===== src/include/dpc_pkg.sv =====
// Constants for the phase-loop control and lock status register bank
package dpc_pkg;

	// ----------------------------------------------------------------
	// Serial port framing
	// ----------------------------------------------------------------
	localparam int         ADDR_W        = 7;
	localparam int         DATA_W        = 8;
	localparam logic [4:0] SPI_ADDR_LAST = 5'h07;
	localparam logic [4:0] SPI_DATA_FRST = 5'h08;
	localparam logic [4:0] SPI_LAST_BIT  = 5'h0F;
	localparam logic [4:0] SPI_DONE      = 5'h10;

	// ----------------------------------------------------------------
	// Register offsets
	// ----------------------------------------------------------------
	localparam logic [6:0] ADDR_STATUS  = 7'h21;
	localparam logic [6:0] ADDR_POS_CM  = 7'h22;
	localparam logic [6:0] ADDR_NEG_CM  = 7'h23;
	localparam logic [6:0] ADDR_BIAS    = 7'h24;
	localparam logic [6:0] ADDR_DUTY    = 7'h25;
	localparam logic [6:0] ADDR_MAIN    = 7'h26;
	localparam logic [6:0] ADDR_SRCH    = 7'h27;
	localparam logic [6:0] ADDR_LOOP_ST = 7'h2A;

	// ----------------------------------------------------------------
	// Field positions
	// ----------------------------------------------------------------
	localparam int STAT_SYNC_TRK = 7;
	localparam int STAT_SYNC_LOST_FLAG = 5;
	localparam int STAT_SYNC_LOCKED_FLAG = 4;
	localparam int STAT_RCVR_TRK = 3;
	localparam int STAT_RECEIVER_LOST_FLAG = 1;
	localparam int STAT_RECEIVER_LOCKED_FLAG = 0;
	localparam int CM_DIR        = 4;
	localparam int BIAS_CMP      = 5;
	localparam int BIAS_PD       = 4;
	localparam int DUTY_EN       = 7;
	localparam int MAIN_SLOPE    = 6;
	localparam int MAIN_MODE_LO  = 4;
	localparam int MAIN_RD       = 3;
	localparam int MAIN_GAIN_LO  = 1;
	localparam int MAIN_EN       = 0;
	localparam int SRCH_DEL_LSB  = 7;
	localparam int SRCH_DIR_LO   = 5;
	localparam int LOOP_LST      = 1;
	localparam int LOOP_LCK      = 0;

	// ----------------------------------------------------------------
	// Reset values and writable bits
	// ----------------------------------------------------------------
	localparam logic [7:0] RST_ZERO  = 8'h00;
	localparam logic [7:0] RST_MAIN  = 8'h42;
	localparam logic [7:0] MASK_CM   = 8'h1F;
	localparam logic [7:0] MASK_BIAS = 8'h30;
	localparam logic [7:0] MASK_DUTY = 8'h80;
	localparam logic [7:0] MASK_MAIN = 8'h7F;
	localparam logic [7:0] MASK_SRCH = 8'hFF;

	// ----------------------------------------------------------------
	// Operating modes and search directions
	// ----------------------------------------------------------------
	typedef enum logic [1:0] {
		MODE_SRCH_TRACK = 2'b00,
		MODE_SRCH_ONLY  = 2'b01,
		MODE_TRACK_ONLY = 2'b10,
		MODE_RESERVED   = 2'b11
	} dpc_mode_t;

	typedef enum logic [1:0] {
		DIR_DOWN    = 2'b00,
		DIR_UP      = 2'b01,
		DIR_DOWN_UP = 2'b10,
		DIR_RSVD    = 2'b11
	} dpc_dir_t;

endpackage


===== src/hdl/dpc_spi_port.sv =====
// Serial configuration port: pin synchronisers and frame shifter
`timescale 1ns/1ps
module dpc_spi_port #(
	parameter int ADDR_W = 7,
	parameter int DATA_W = 8
) (
	// Clock and reset
	input  wire logic              i_mclk,
	input  wire logic              i_rstn,
	// Serial pins
	input  wire logic              i_sclk,
	input  wire logic              i_csn,
	input  wire logic              i_sdi,
	output logic                   o_sdo,
	output logic                   o_sdo_oe,
	// Register side
	input  wire logic [DATA_W-1:0] i_rdata,
	output logic                   o_wr,
	output logic [ADDR_W-1:0]      o_addr,
	output logic [DATA_W-1:0]      o_wdata
);

	// Refuse widths the shifter cannot serve
	if (ADDR_W != 7 || DATA_W != 8) begin : g_bad_width
		$error("dpc_spi_port supports only 7-bit address and 8-bit data");
	end

	// ----------------------------------------------------------------
	// Pin synchronisers
	// ----------------------------------------------------------------
	logic [2:0]  sclk_s_q;
	logic [1:0]  csn_s_q;
	logic [1:0]  sdi_s_q;
	logic [4:0]  cnt_q;
	logic [14:0] sh_q;
	logic        rw_q;
	logic        load_q;
	logic [7:0]  rd_sh_q;

	wire rise      = sclk_s_q[1] & ~sclk_s_q[2];
	wire fall      = ~sclk_s_q[1] & sclk_s_q[2];
	wire active    = ~csn_s_q[1];
	wire data_ph   = (cnt_q >= dpc_pkg::SPI_DATA_FRST) && (cnt_q < dpc_pkg::SPI_DONE);
	wire addr_done = active & rise & (cnt_q == dpc_pkg::SPI_ADDR_LAST);
	wire last_bit  = active & rise & (cnt_q == dpc_pkg::SPI_LAST_BIT);

	always_ff @(posedge i_mclk or negedge i_rstn) begin
		if (!i_rstn) begin
			sclk_s_q <= 3'h0;
			csn_s_q  <= 2'h3;
			sdi_s_q  <= 2'h0;
		end else begin
			sclk_s_q <= {sclk_s_q[1:0], i_sclk};
			csn_s_q  <= {csn_s_q[0], i_csn};
			sdi_s_q  <= {sdi_s_q[0], i_sdi};
		end
	end

	// ----------------------------------------------------------------
	// Frame shifter
	// ----------------------------------------------------------------
	always_ff @(posedge i_mclk or negedge i_rstn) begin
		if (!i_rstn) begin
			cnt_q <= 5'h00;
			sh_q  <= 15'h0000;
		end else if (!active) begin
			cnt_q <= 5'h00;
		end else if (rise) begin
			cnt_q <= (cnt_q == dpc_pkg::SPI_DONE) ? cnt_q : cnt_q + 5'h01;
			sh_q  <= {sh_q[13:0], sdi_s_q[1]};
		end
	end

	always_ff @(posedge i_mclk or negedge i_rstn) begin
		if (!i_rstn) begin
			rw_q   <= 1'b0;
			load_q <= 1'b0;
			o_addr <= '0;
		end else begin
			load_q <= addr_done & sh_q[6];
			if (addr_done) begin
				rw_q   <= sh_q[6];
				o_addr <= {sh_q[5:0], sdi_s_q[1]};
			end
		end
	end

	// ----------------------------------------------------------------
	// Write strobe and read shift-out
	// ----------------------------------------------------------------
	always_ff @(posedge i_mclk or negedge i_rstn) begin
		if (!i_rstn) begin
			o_wr    <= 1'b0;
			o_wdata <= '0;
		end else begin
			o_wr <= last_bit & ~rw_q;
			if (last_bit) begin
				o_wdata <= {sh_q[6:0], sdi_s_q[1]};
			end
		end
	end

	always_ff @(posedge i_mclk or negedge i_rstn) begin
		if (!i_rstn) begin
			rd_sh_q  <= 8'h00;
			o_sdo    <= 1'b0;
			o_sdo_oe <= 1'b0;
		end else begin
			o_sdo_oe <= active & rw_q & data_ph;
			if (load_q) begin
				rd_sh_q <= i_rdata;
			end else if (active & fall & rw_q & data_ph) begin
				rd_sh_q <= {rd_sh_q[6:0], 1'b0};
				o_sdo   <= rd_sh_q[7];
			end
		end
	end
endmodule // dpc_spi_port


===== src/hdl/dpc_regs.sv =====
// Phase-loop control and controller lock status register bank
`timescale 1ns/1ps
module dpc_regs (
	// Clock and reset
	input  wire logic       i_mclk,
	input  wire logic       i_rstn,
	// Serial configuration port
	input  wire logic       i_sclk,
	input  wire logic       i_csn,
	input  wire logic       i_sdi,
	output logic            o_sdo,
	output logic            o_sdo_oe,
	// Controller state
	input  wire logic       i_sync_tracking,
	input  wire logic       i_sync_locked,
	input  wire logic       i_rcvr_tracking,
	input  wire logic       i_rcvr_locked,
	input  wire logic       i_loop_locked,
	input  wire logic       i_loop_delay_lsb,
	// Phase loop configuration and loop lost flag
	output logic            o_loop_enable,
	output logic [1:0]      o_loop_mode,
	output logic            o_loop_slope,
	output logic            o_loop_readback,
	output logic [1:0]      o_loop_gain,
	output logic [1:0]      o_search_dir,
	output logic [4:0]      o_target_phase,
	output logic            o_delay_lsb,
	output logic            o_phase_det_en,
	output logic            o_cmp_boost,
	output logic            o_duty_en,
	output logic            o_loop_lost,
	// Clock input common mode
	output logic            o_pos_dir,
	output logic [3:0]      o_pos_mag,
	output logic            o_neg_dir,
	output logic [3:0]      o_neg_mag
);

	// ----------------------------------------------------------------
	// Serial port
	// ----------------------------------------------------------------
	logic       spi_wr;
	logic [6:0] spi_addr;
	logic [7:0] spi_wdata;
	logic [7:0] rdata;

	dpc_spi_port #(
		.ADDR_W (dpc_pkg::ADDR_W),
		.DATA_W (dpc_pkg::DATA_W)
	) u_spi (
		.i_mclk   (i_mclk),
		.i_rstn   (i_rstn),
		.i_sclk   (i_sclk),
		.i_csn    (i_csn),
		.i_sdi    (i_sdi),
		.o_sdo    (o_sdo),
		.o_sdo_oe (o_sdo_oe),
		.i_rdata  (rdata),
		.o_wr     (spi_wr),
		.o_addr   (spi_addr),
		.o_wdata  (spi_wdata)
	);

	// ----------------------------------------------------------------
	// Write decode
	// ----------------------------------------------------------------
	logic [7:0] pos_q;
	logic [7:0] neg_q;
	logic [7:0] bias_q;
	logic [7:0] duty_q;
	logic [7:0] main_q;
	logic [7:0] srch_q;

	// status address has no write strobe
	wire wr_pos  = spi_wr & (spi_addr == dpc_pkg::ADDR_POS_CM);
	wire wr_neg  = spi_wr & (spi_addr == dpc_pkg::ADDR_NEG_CM);
	wire wr_bias = spi_wr & (spi_addr == dpc_pkg::ADDR_BIAS);
	wire wr_duty = spi_wr & (spi_addr == dpc_pkg::ADDR_DUTY);
	wire wr_main = spi_wr & (spi_addr == dpc_pkg::ADDR_MAIN);
	wire wr_srch = spi_wr & (spi_addr == dpc_pkg::ADDR_SRCH);

	// Loop restart clears its lost flag
	wire loop_start = wr_main & spi_wdata[dpc_pkg::MAIN_EN] & ~main_q[dpc_pkg::MAIN_EN];

	always_ff @(posedge i_mclk or negedge i_rstn) begin
		if (!i_rstn) begin
			pos_q  <= dpc_pkg::RST_ZERO;
			neg_q  <= dpc_pkg::RST_ZERO;
			bias_q <= dpc_pkg::RST_ZERO;
			duty_q <= dpc_pkg::RST_ZERO;
			main_q <= dpc_pkg::RST_MAIN;
			srch_q <= dpc_pkg::RST_ZERO;
		end else begin
			if (wr_pos) pos_q <= spi_wdata & dpc_pkg::MASK_CM;
			if (wr_neg) neg_q <= spi_wdata & dpc_pkg::MASK_CM;
			if (wr_bias) bias_q <= spi_wdata & dpc_pkg::MASK_BIAS;
			if (wr_duty) duty_q <= spi_wdata & dpc_pkg::MASK_DUTY;
			if (wr_main) main_q <= spi_wdata & dpc_pkg::MASK_MAIN;
			if (wr_srch) srch_q <= spi_wdata & dpc_pkg::MASK_SRCH;
		end
	end

	// ----------------------------------------------------------------
	// Lock loss tracking
	// ----------------------------------------------------------------
	function automatic logic lost_next(input logic lost, input logic prev,
	                                   input logic now, input logic clr);
		lost_next = (prev & ~now) | (lost & ~clr);
	endfunction

	logic sync_prev_q;
	logic rcvr_prev_q;
	logic loop_prev_q;
	logic sync_lost_q;
	logic rcvr_lost_q;

	always_ff @(posedge i_mclk or negedge i_rstn) begin
		if (!i_rstn) begin
			sync_prev_q <= 1'b0;
			rcvr_prev_q <= 1'b0;
			loop_prev_q <= 1'b0;
			sync_lost_q <= 1'b0;
			rcvr_lost_q <= 1'b0;
			o_loop_lost <= 1'b0;
		end else begin
			sync_prev_q <= i_sync_locked;
			rcvr_prev_q <= i_rcvr_locked;
			loop_prev_q <= i_loop_locked;
			sync_lost_q <= lost_next(sync_lost_q, sync_prev_q, i_sync_locked, 1'b0);
			rcvr_lost_q <= lost_next(rcvr_lost_q, rcvr_prev_q, i_rcvr_locked, 1'b0);
			// loop lost, set beats restart clear
			o_loop_lost <= lost_next(o_loop_lost, loop_prev_q, i_loop_locked, loop_start);
		end
	end

	// ----------------------------------------------------------------
	// Read decode
	// ----------------------------------------------------------------
	// tracking and lock bits
	wire [7:0] status_rd = {i_sync_tracking, 1'b0, sync_lost_q, i_sync_locked,
	                        i_rcvr_tracking, 1'b0, rcvr_lost_q, i_rcvr_locked};
	// locked delay value when readback and enable set
	wire       del_rd   = (main_q[dpc_pkg::MAIN_RD] & main_q[dpc_pkg::MAIN_EN]) ?
	                      i_loop_delay_lsb : srch_q[dpc_pkg::SRCH_DEL_LSB];
	wire [7:0] srch_rd  = {del_rd, srch_q[6:0]};
	wire [7:0] loop_rd  = {6'h00, o_loop_lost, i_loop_locked};

	assign rdata = (spi_addr == dpc_pkg::ADDR_STATUS)  ? status_rd :
	               (spi_addr == dpc_pkg::ADDR_POS_CM)  ? pos_q :
	               (spi_addr == dpc_pkg::ADDR_NEG_CM)  ? neg_q :
	               (spi_addr == dpc_pkg::ADDR_BIAS)    ? bias_q :
	               (spi_addr == dpc_pkg::ADDR_DUTY)    ? duty_q :
	               (spi_addr == dpc_pkg::ADDR_MAIN)    ? main_q :
	               (spi_addr == dpc_pkg::ADDR_SRCH)    ? srch_rd :
	               (spi_addr == dpc_pkg::ADDR_LOOP_ST) ? loop_rd : 8'h00;

	// ----------------------------------------------------------------
	// Configuration outputs
	// ----------------------------------------------------------------
	// enable
	assign o_loop_enable   = main_q[dpc_pkg::MAIN_EN];
	assign o_loop_mode     = main_q[dpc_pkg::MAIN_MODE_LO +: 2];
	assign o_loop_slope    = main_q[dpc_pkg::MAIN_SLOPE];
	assign o_loop_readback = main_q[dpc_pkg::MAIN_RD];
	assign o_loop_gain     = main_q[dpc_pkg::MAIN_GAIN_LO +: 2];
	assign o_search_dir    = srch_q[dpc_pkg::SRCH_DIR_LO +: 2];
	assign o_target_phase  = srch_q[4:0];
	assign o_delay_lsb     = srch_q[dpc_pkg::SRCH_DEL_LSB];
	assign o_phase_det_en  = bias_q[dpc_pkg::BIAS_PD];
	assign o_cmp_boost     = bias_q[dpc_pkg::BIAS_CMP];
	assign o_duty_en       = duty_q[dpc_pkg::DUTY_EN];
	assign o_pos_dir       = pos_q[dpc_pkg::CM_DIR];
	assign o_pos_mag       = pos_q[3:0];
	assign o_neg_dir       = neg_q[dpc_pkg::CM_DIR];
	assign o_neg_mag       = neg_q[3:0];
endmodule // dpc_regs


===== config.mk =====
export PLATFORM = sky130hd
export DESIGN_NAME = dpc_regs
export DESIGN_NICKNAME = d
export VERILOG_FILES = /design/src/include/dpc_pkg.sv /design/src/hdl/dpc_spi_port.sv /design/src/hdl/dpc_regs.sv
export SDC_FILE = /design/constraint.sdc
export NUM_CORES = 1
export LEC_CHECK = 0
export BUFFER_PORTS_ARGS = -buffer_cell sky130_fd_sc_hd__buf_2
export CORE_MARGIN = 5
export CORE_UTILIZATION = 55
export DETAILED_ROUTE_END_ITERATION = 8
export PLACE_DENSITY_LB_ADDON = 0.15
export SYNTH_ARGS = -nofsm -noshare
export SYNTH_HDL_FRONTEND = slang
export SYNTH_SLANG_ARGS = --single-unit

===== constraint.sdc =====
create_clock -name i_mclk -period 2.3 [get_ports i_mclk]
set_input_delay 0.115 -clock i_mclk [delete_from_list [all_inputs] [get_ports i_mclk]]
set_output_delay 0.115 -clock i_mclk [all_outputs]
set_load 0.01 [all_outputs]

* Word level (Yosys, flattened, before mapping)
Cells that the tools add are included.
Operators by class: add/sub/neg operators 1, order comparisons 2, eq/ne operators 12, mux-type cells 14, bitwise logic cells 38, reductions and logical operators 6
Operator list (number):
- $mux 8 | 9
- $eq 7x6->1 const B | 8
- $and 1x1->1 | 25
- $mux 5 | 3
- $not 1->1 | 10
- $reduce_and 2->1 | 3
- $add 5x1->5 const B | 1
- $eq 5x3->1 const B | 1
- $eq 5x4->1 const B | 1
- $eq 5x5->1 const B | 1
- $ge 5x4->1 const B | 1
- $lt 5x5->1 const B | 1
- $reduce_bool 2->1 | 2
- $or 1x1->1 | 3
- $mux 2 | 1
- $ne 2x1->1 const B | 1
- $logic_and 1x1->1 | 1
- $mux 1 | 1
Word-level totals: register bits after elaboration 81, input bits 11, output and inout bits 31, word-level logic and storage cells 98

* Longest topological paths before layout
depth in word-level cells 10, gate-level depth with buffers 6, mapped depth without buffers 5

* By module
From an unflattened synthesis, not the netlist that was laid out.
Unflattened totals: cells, all modules 282, area, all modules 3634.7 µm²
Modules (own cells, without submodules):
- dpc_spi_port | times used 1, cells an instance 142, area each 1910.6 µm², sequential area each 1178.6 µm²
- dpc_regs | times used 1, cells an instance 140, area each 1724.2 µm², sequential area each 853.3 µm²

* Least setup slack after synthesis
Ideal clock, no wire load.
path type reg-to-reg, from register u_spi.o_addr[4], to register pos_q[0], library setup time 0.125 ns, data arrival time 1.784 ns, required time 2.175 ns, slack 0.391 ns, cell stages (with the launch flop) 7, path buffers 2, period minus slack after synthesis 1.909 ns, path through dfrtp_1 or4b_1 buf_2 nor2_2 and3_1 buf_4 mux2_2
Between the ends: cells in the longest elaborated chain, start to end 2
RTL lines:
- start: declaration | line dpc_spi_port.sv:19 | output logic [ADDR_W-1:0] o_addr,
- start signal: assignment | line dpc_spi_port.sv:83 | o_addr <= {sh_q[5:0], sdi_s_q[1]};
- $eq 7x6->1 | line dpc_regs.sv:76 | wire wr_pos = spi_wr & (spi_addr == dpc_pkg::ADDR_POS_CM);
- $and 1x1->1 | line dpc_regs.sv:76
- end signal: assignment | line dpc_regs.sv:88 | pos_q <= dpc_pkg::RST_ZERO;
- end signal: assignment | line dpc_regs.sv:95 | if (wr_pos) pos_q <= spi_wdata & dpc_pkg::MASK_CM;
- end: declaration | line dpc_regs.sv:68 | logic [7:0] pos_q;
No other way between the ends. A chain may end at the register's enable or synchronous reset.

* Final worst setup path
Ends and elaborated chain as after synthesis.

==> results.md <==
* Initial antenna violation count at 0
* Initial Utilization at 0.567
* Count of different cell masters after synthesis at 49
* Post-DP Area at 3930 um^2
* Die Ht at 90.9 um
* Fin crit share at 0.884
* Area growth, synth to finish at 17.1%
* Net count, final at 351
* Final Max Slew Viols at 0
* Top_reg_cell synth: dfrtp_1
* Commonest non-fill, non-tap cell in the layout: dfrtp_1
* Final worst slack at 0.266 ns
* DP Wirelength at 5490 um
* Fin Hold WS at 0.0430 ns
* Nature of the critical path endpoint: flop
* Antenna diodes at 0
* Initial DRC count at 150
* Row Count at 29
* Vias in the first global route at 2,475
* Critical path fanouts, max at 8
* Most frequent cells in the layout: dfrtp_1 (77), mux2_2 (53), buf_2 (40), mux2i_1 (14), nor2_1 (13)
* Register area share after synthesis at 0.564
* H-tree depth at 3
* Via density at 5.75
* Die W at 90.9 um
* Max_slew headroom at 0.622
* Worst setup SP type: flop
* Status: finished clean
* Via count at 2,405
* CP max stage delay at 0.63 ns
* Die footprint at 8270 um^2
* Total grt overflow at 0
* Final setup viols at 0
* CP max-delay cell: or4b_4
* Synthesis Warnings at 0
* Lkg Pwr at 0.00206 uW
* Worst Tran Pin Value at 0.566 ns
* Share of layout cells above drive strength 1 at 0.378
* I/O pin count at 42
* CP cell instances: or4b_4, nor2_2, and3_1, mux2_2
* Total Routing Usage GR at 0.201
* Syn Area/Cell at 12.8 um^2
* Post-placement setup slack at 0.170 ns
* Final count of hold timing violations at 0
* Detail Route Antenna Nets at 0
* Gp weighted congestion at 0.863
* CTS clk-pin slew, worst paths at 0.08 ns
* Pin count of the biggest net entering global routing at 44
* Fin Clk Skew at 0.00569 ns
* Setup Crit Path Kind: reg -> reg
* Arrival time worst endpoint at 2.28 ns
* Power Dens Cells at 664 nW/um^2
* IO Port Bufs at 41
* CTS root buf: clkbuf_8
* Avg WL per Cell at 18.7 um
* Post-synth EDFFs at 0
* Fmax at 0.492 GHz
* Hold Path Class: in -> reg
* Max-cap violations at 0
* RSZ-0062 raised after global routing: no
* Sink Count at 81
* Data required time at the worst endpoint at 2.54 ns
* DRT Pass-1 Iters at 4
* Async SR Flop Fraction at 1.00
* First-pass GRT wire length at 13,200 um
* CTS tree: built
* WL final at 7800 um
* Number of CTS-inserted buffers at 9
* Worst-Skew Late Latency at 0.35 ns
* CTS Buffer Depth at 2
* Setup TNS at 0 ns
* # Post-CTS Setup Buffers at 0
* Fill count at 474
* Post-synthesis register bit count at 81
* Post-synth net total at 296
* Fin crit period at 2.03 ns
* Post-Syn Area at 3600 um^2
* Core region area at 6350 um^2
* VDD IR-drop max at 0.561 mV
* Final non-filler cell area at 4220 um^2
* Syn Inst Count at 282
* DRC viols at 0
[sequential cells by signal, summed over array words and instances, names as in the netlist, 3 cells and up]
| name | cells |
|---|---|
| main_q | 7 |
| neg_q | 5 |
| pos_q | 5 |
| srch_q | 8 |
| u_spi.cnt_q | 5 |
| u_spi.o_addr | 7 |
| u_spi.o_wdata | 8 |
| u_spi.rd_sh_q | 8 |
| u_spi.sclk_s_q | 3 |
| u_spi.sh_q | 7 |
[per-layer routing]
metal	routed length (um)	vias to the layer above	track usage
li1	-	1130	-
met1	3630	1205	0.278
met2	3710	57	0.314
met3	330	13	0.0446
met4	137	0	0.0697
met5	0	-	0
[area by class of cell]
class | count | area (um^2) | area share
inverter | 10 | 37.5 | 0.00890
clock buffer | 12 | 145 | 0.0344
tap | 77 | 96.3 | 0.0228
clock inverter | 3 | 65.1 | 0.0154
timing repair buffer | 58 | 365 | 0.0866
multi-input combinational | 177 | 1480 | 0.350
sequential | 81 | 2030 | 0.482
[worst paths after layout]
path	slack [ns]	cells past startpoint	to	from
worst max-delay path	0.27	4	pos_q[0]	u_spi.o_addr[4]
worst min-delay path	0.04	3	u_spi.rd_sh_q[3]	i_rcvr_tracking
worst max register to register	0.27	4	pos_q[0]	u_spi.o_addr[4]
worst min register to register	0.35	0	u_spi.sclk_s_q[1]	u_spi.sclk_s_q[0]
max in group asynchronous	1.36	3	u_spi.csn_s_q[0]	i_rstn
min in group asynchronous	0.28	2	u_spi.rd_sh_q[0]	i_rstn
[kinds of logic after synthesis]
kind of cell	count (synthesis)	synth area share
flip-flops	81	0.564
multiplexers	67	0.205
AND/OR/NAND/NOR	63	0.104
AO/OA/AOI/OAI	41	0.0827
buffers and inverters	24	0.0271
XOR/XNOR	3	0.00730
adder cells (fa/ha/maj)	3	0.0104
[Yosys cell counts, types with 5 or more instances]
master | count | area (um^2)
clkbuf_1 | 9 | 33.8
a31oi_1 | 5 | 31.3
nand2_1 | 8 | 30.0
mux2i_1 | 14 | 140
nor2_1 | 13 | 48.8
nand2b_1 | 6 | 37.5
nor2b_1 | 7 | 43.8
dfrtp_1 | 77 | 1930
mux2_2 | 53 | 597
inv_1 | 10 | 37.5
[per-stage QoR]
step	cells	power (uW)	utilization
after floorplan	282	1610	-
after global placement	396	1690	0.620
after detailed placement	396	1690	0.620
after CTS	418	2830	0.664
after global routing	418	2930	0.664
final	418	2800	0.664
[report_power, final]
part           total (uW)  switching [uW]  internal (uW)
logic                 123            58.8           63.8
clock network        1130             494            635
registers            1550            66.6           1490
[timing repair]
item | CTS | global route
hold endpoints to repair | 43 | 0
gates resized for setup | 0 | 1
hold buffers | 7 | 0
setup endpoints to repair | 0 | 4
[worst max-delay path: cells and delay by family, from the launching register on]
family           cells  cell delay [ns]
muxes                1             0.37
and+or+nand+nor      3             1.15
DFF                  1             0.41
(Power assumes the default switching activity.)
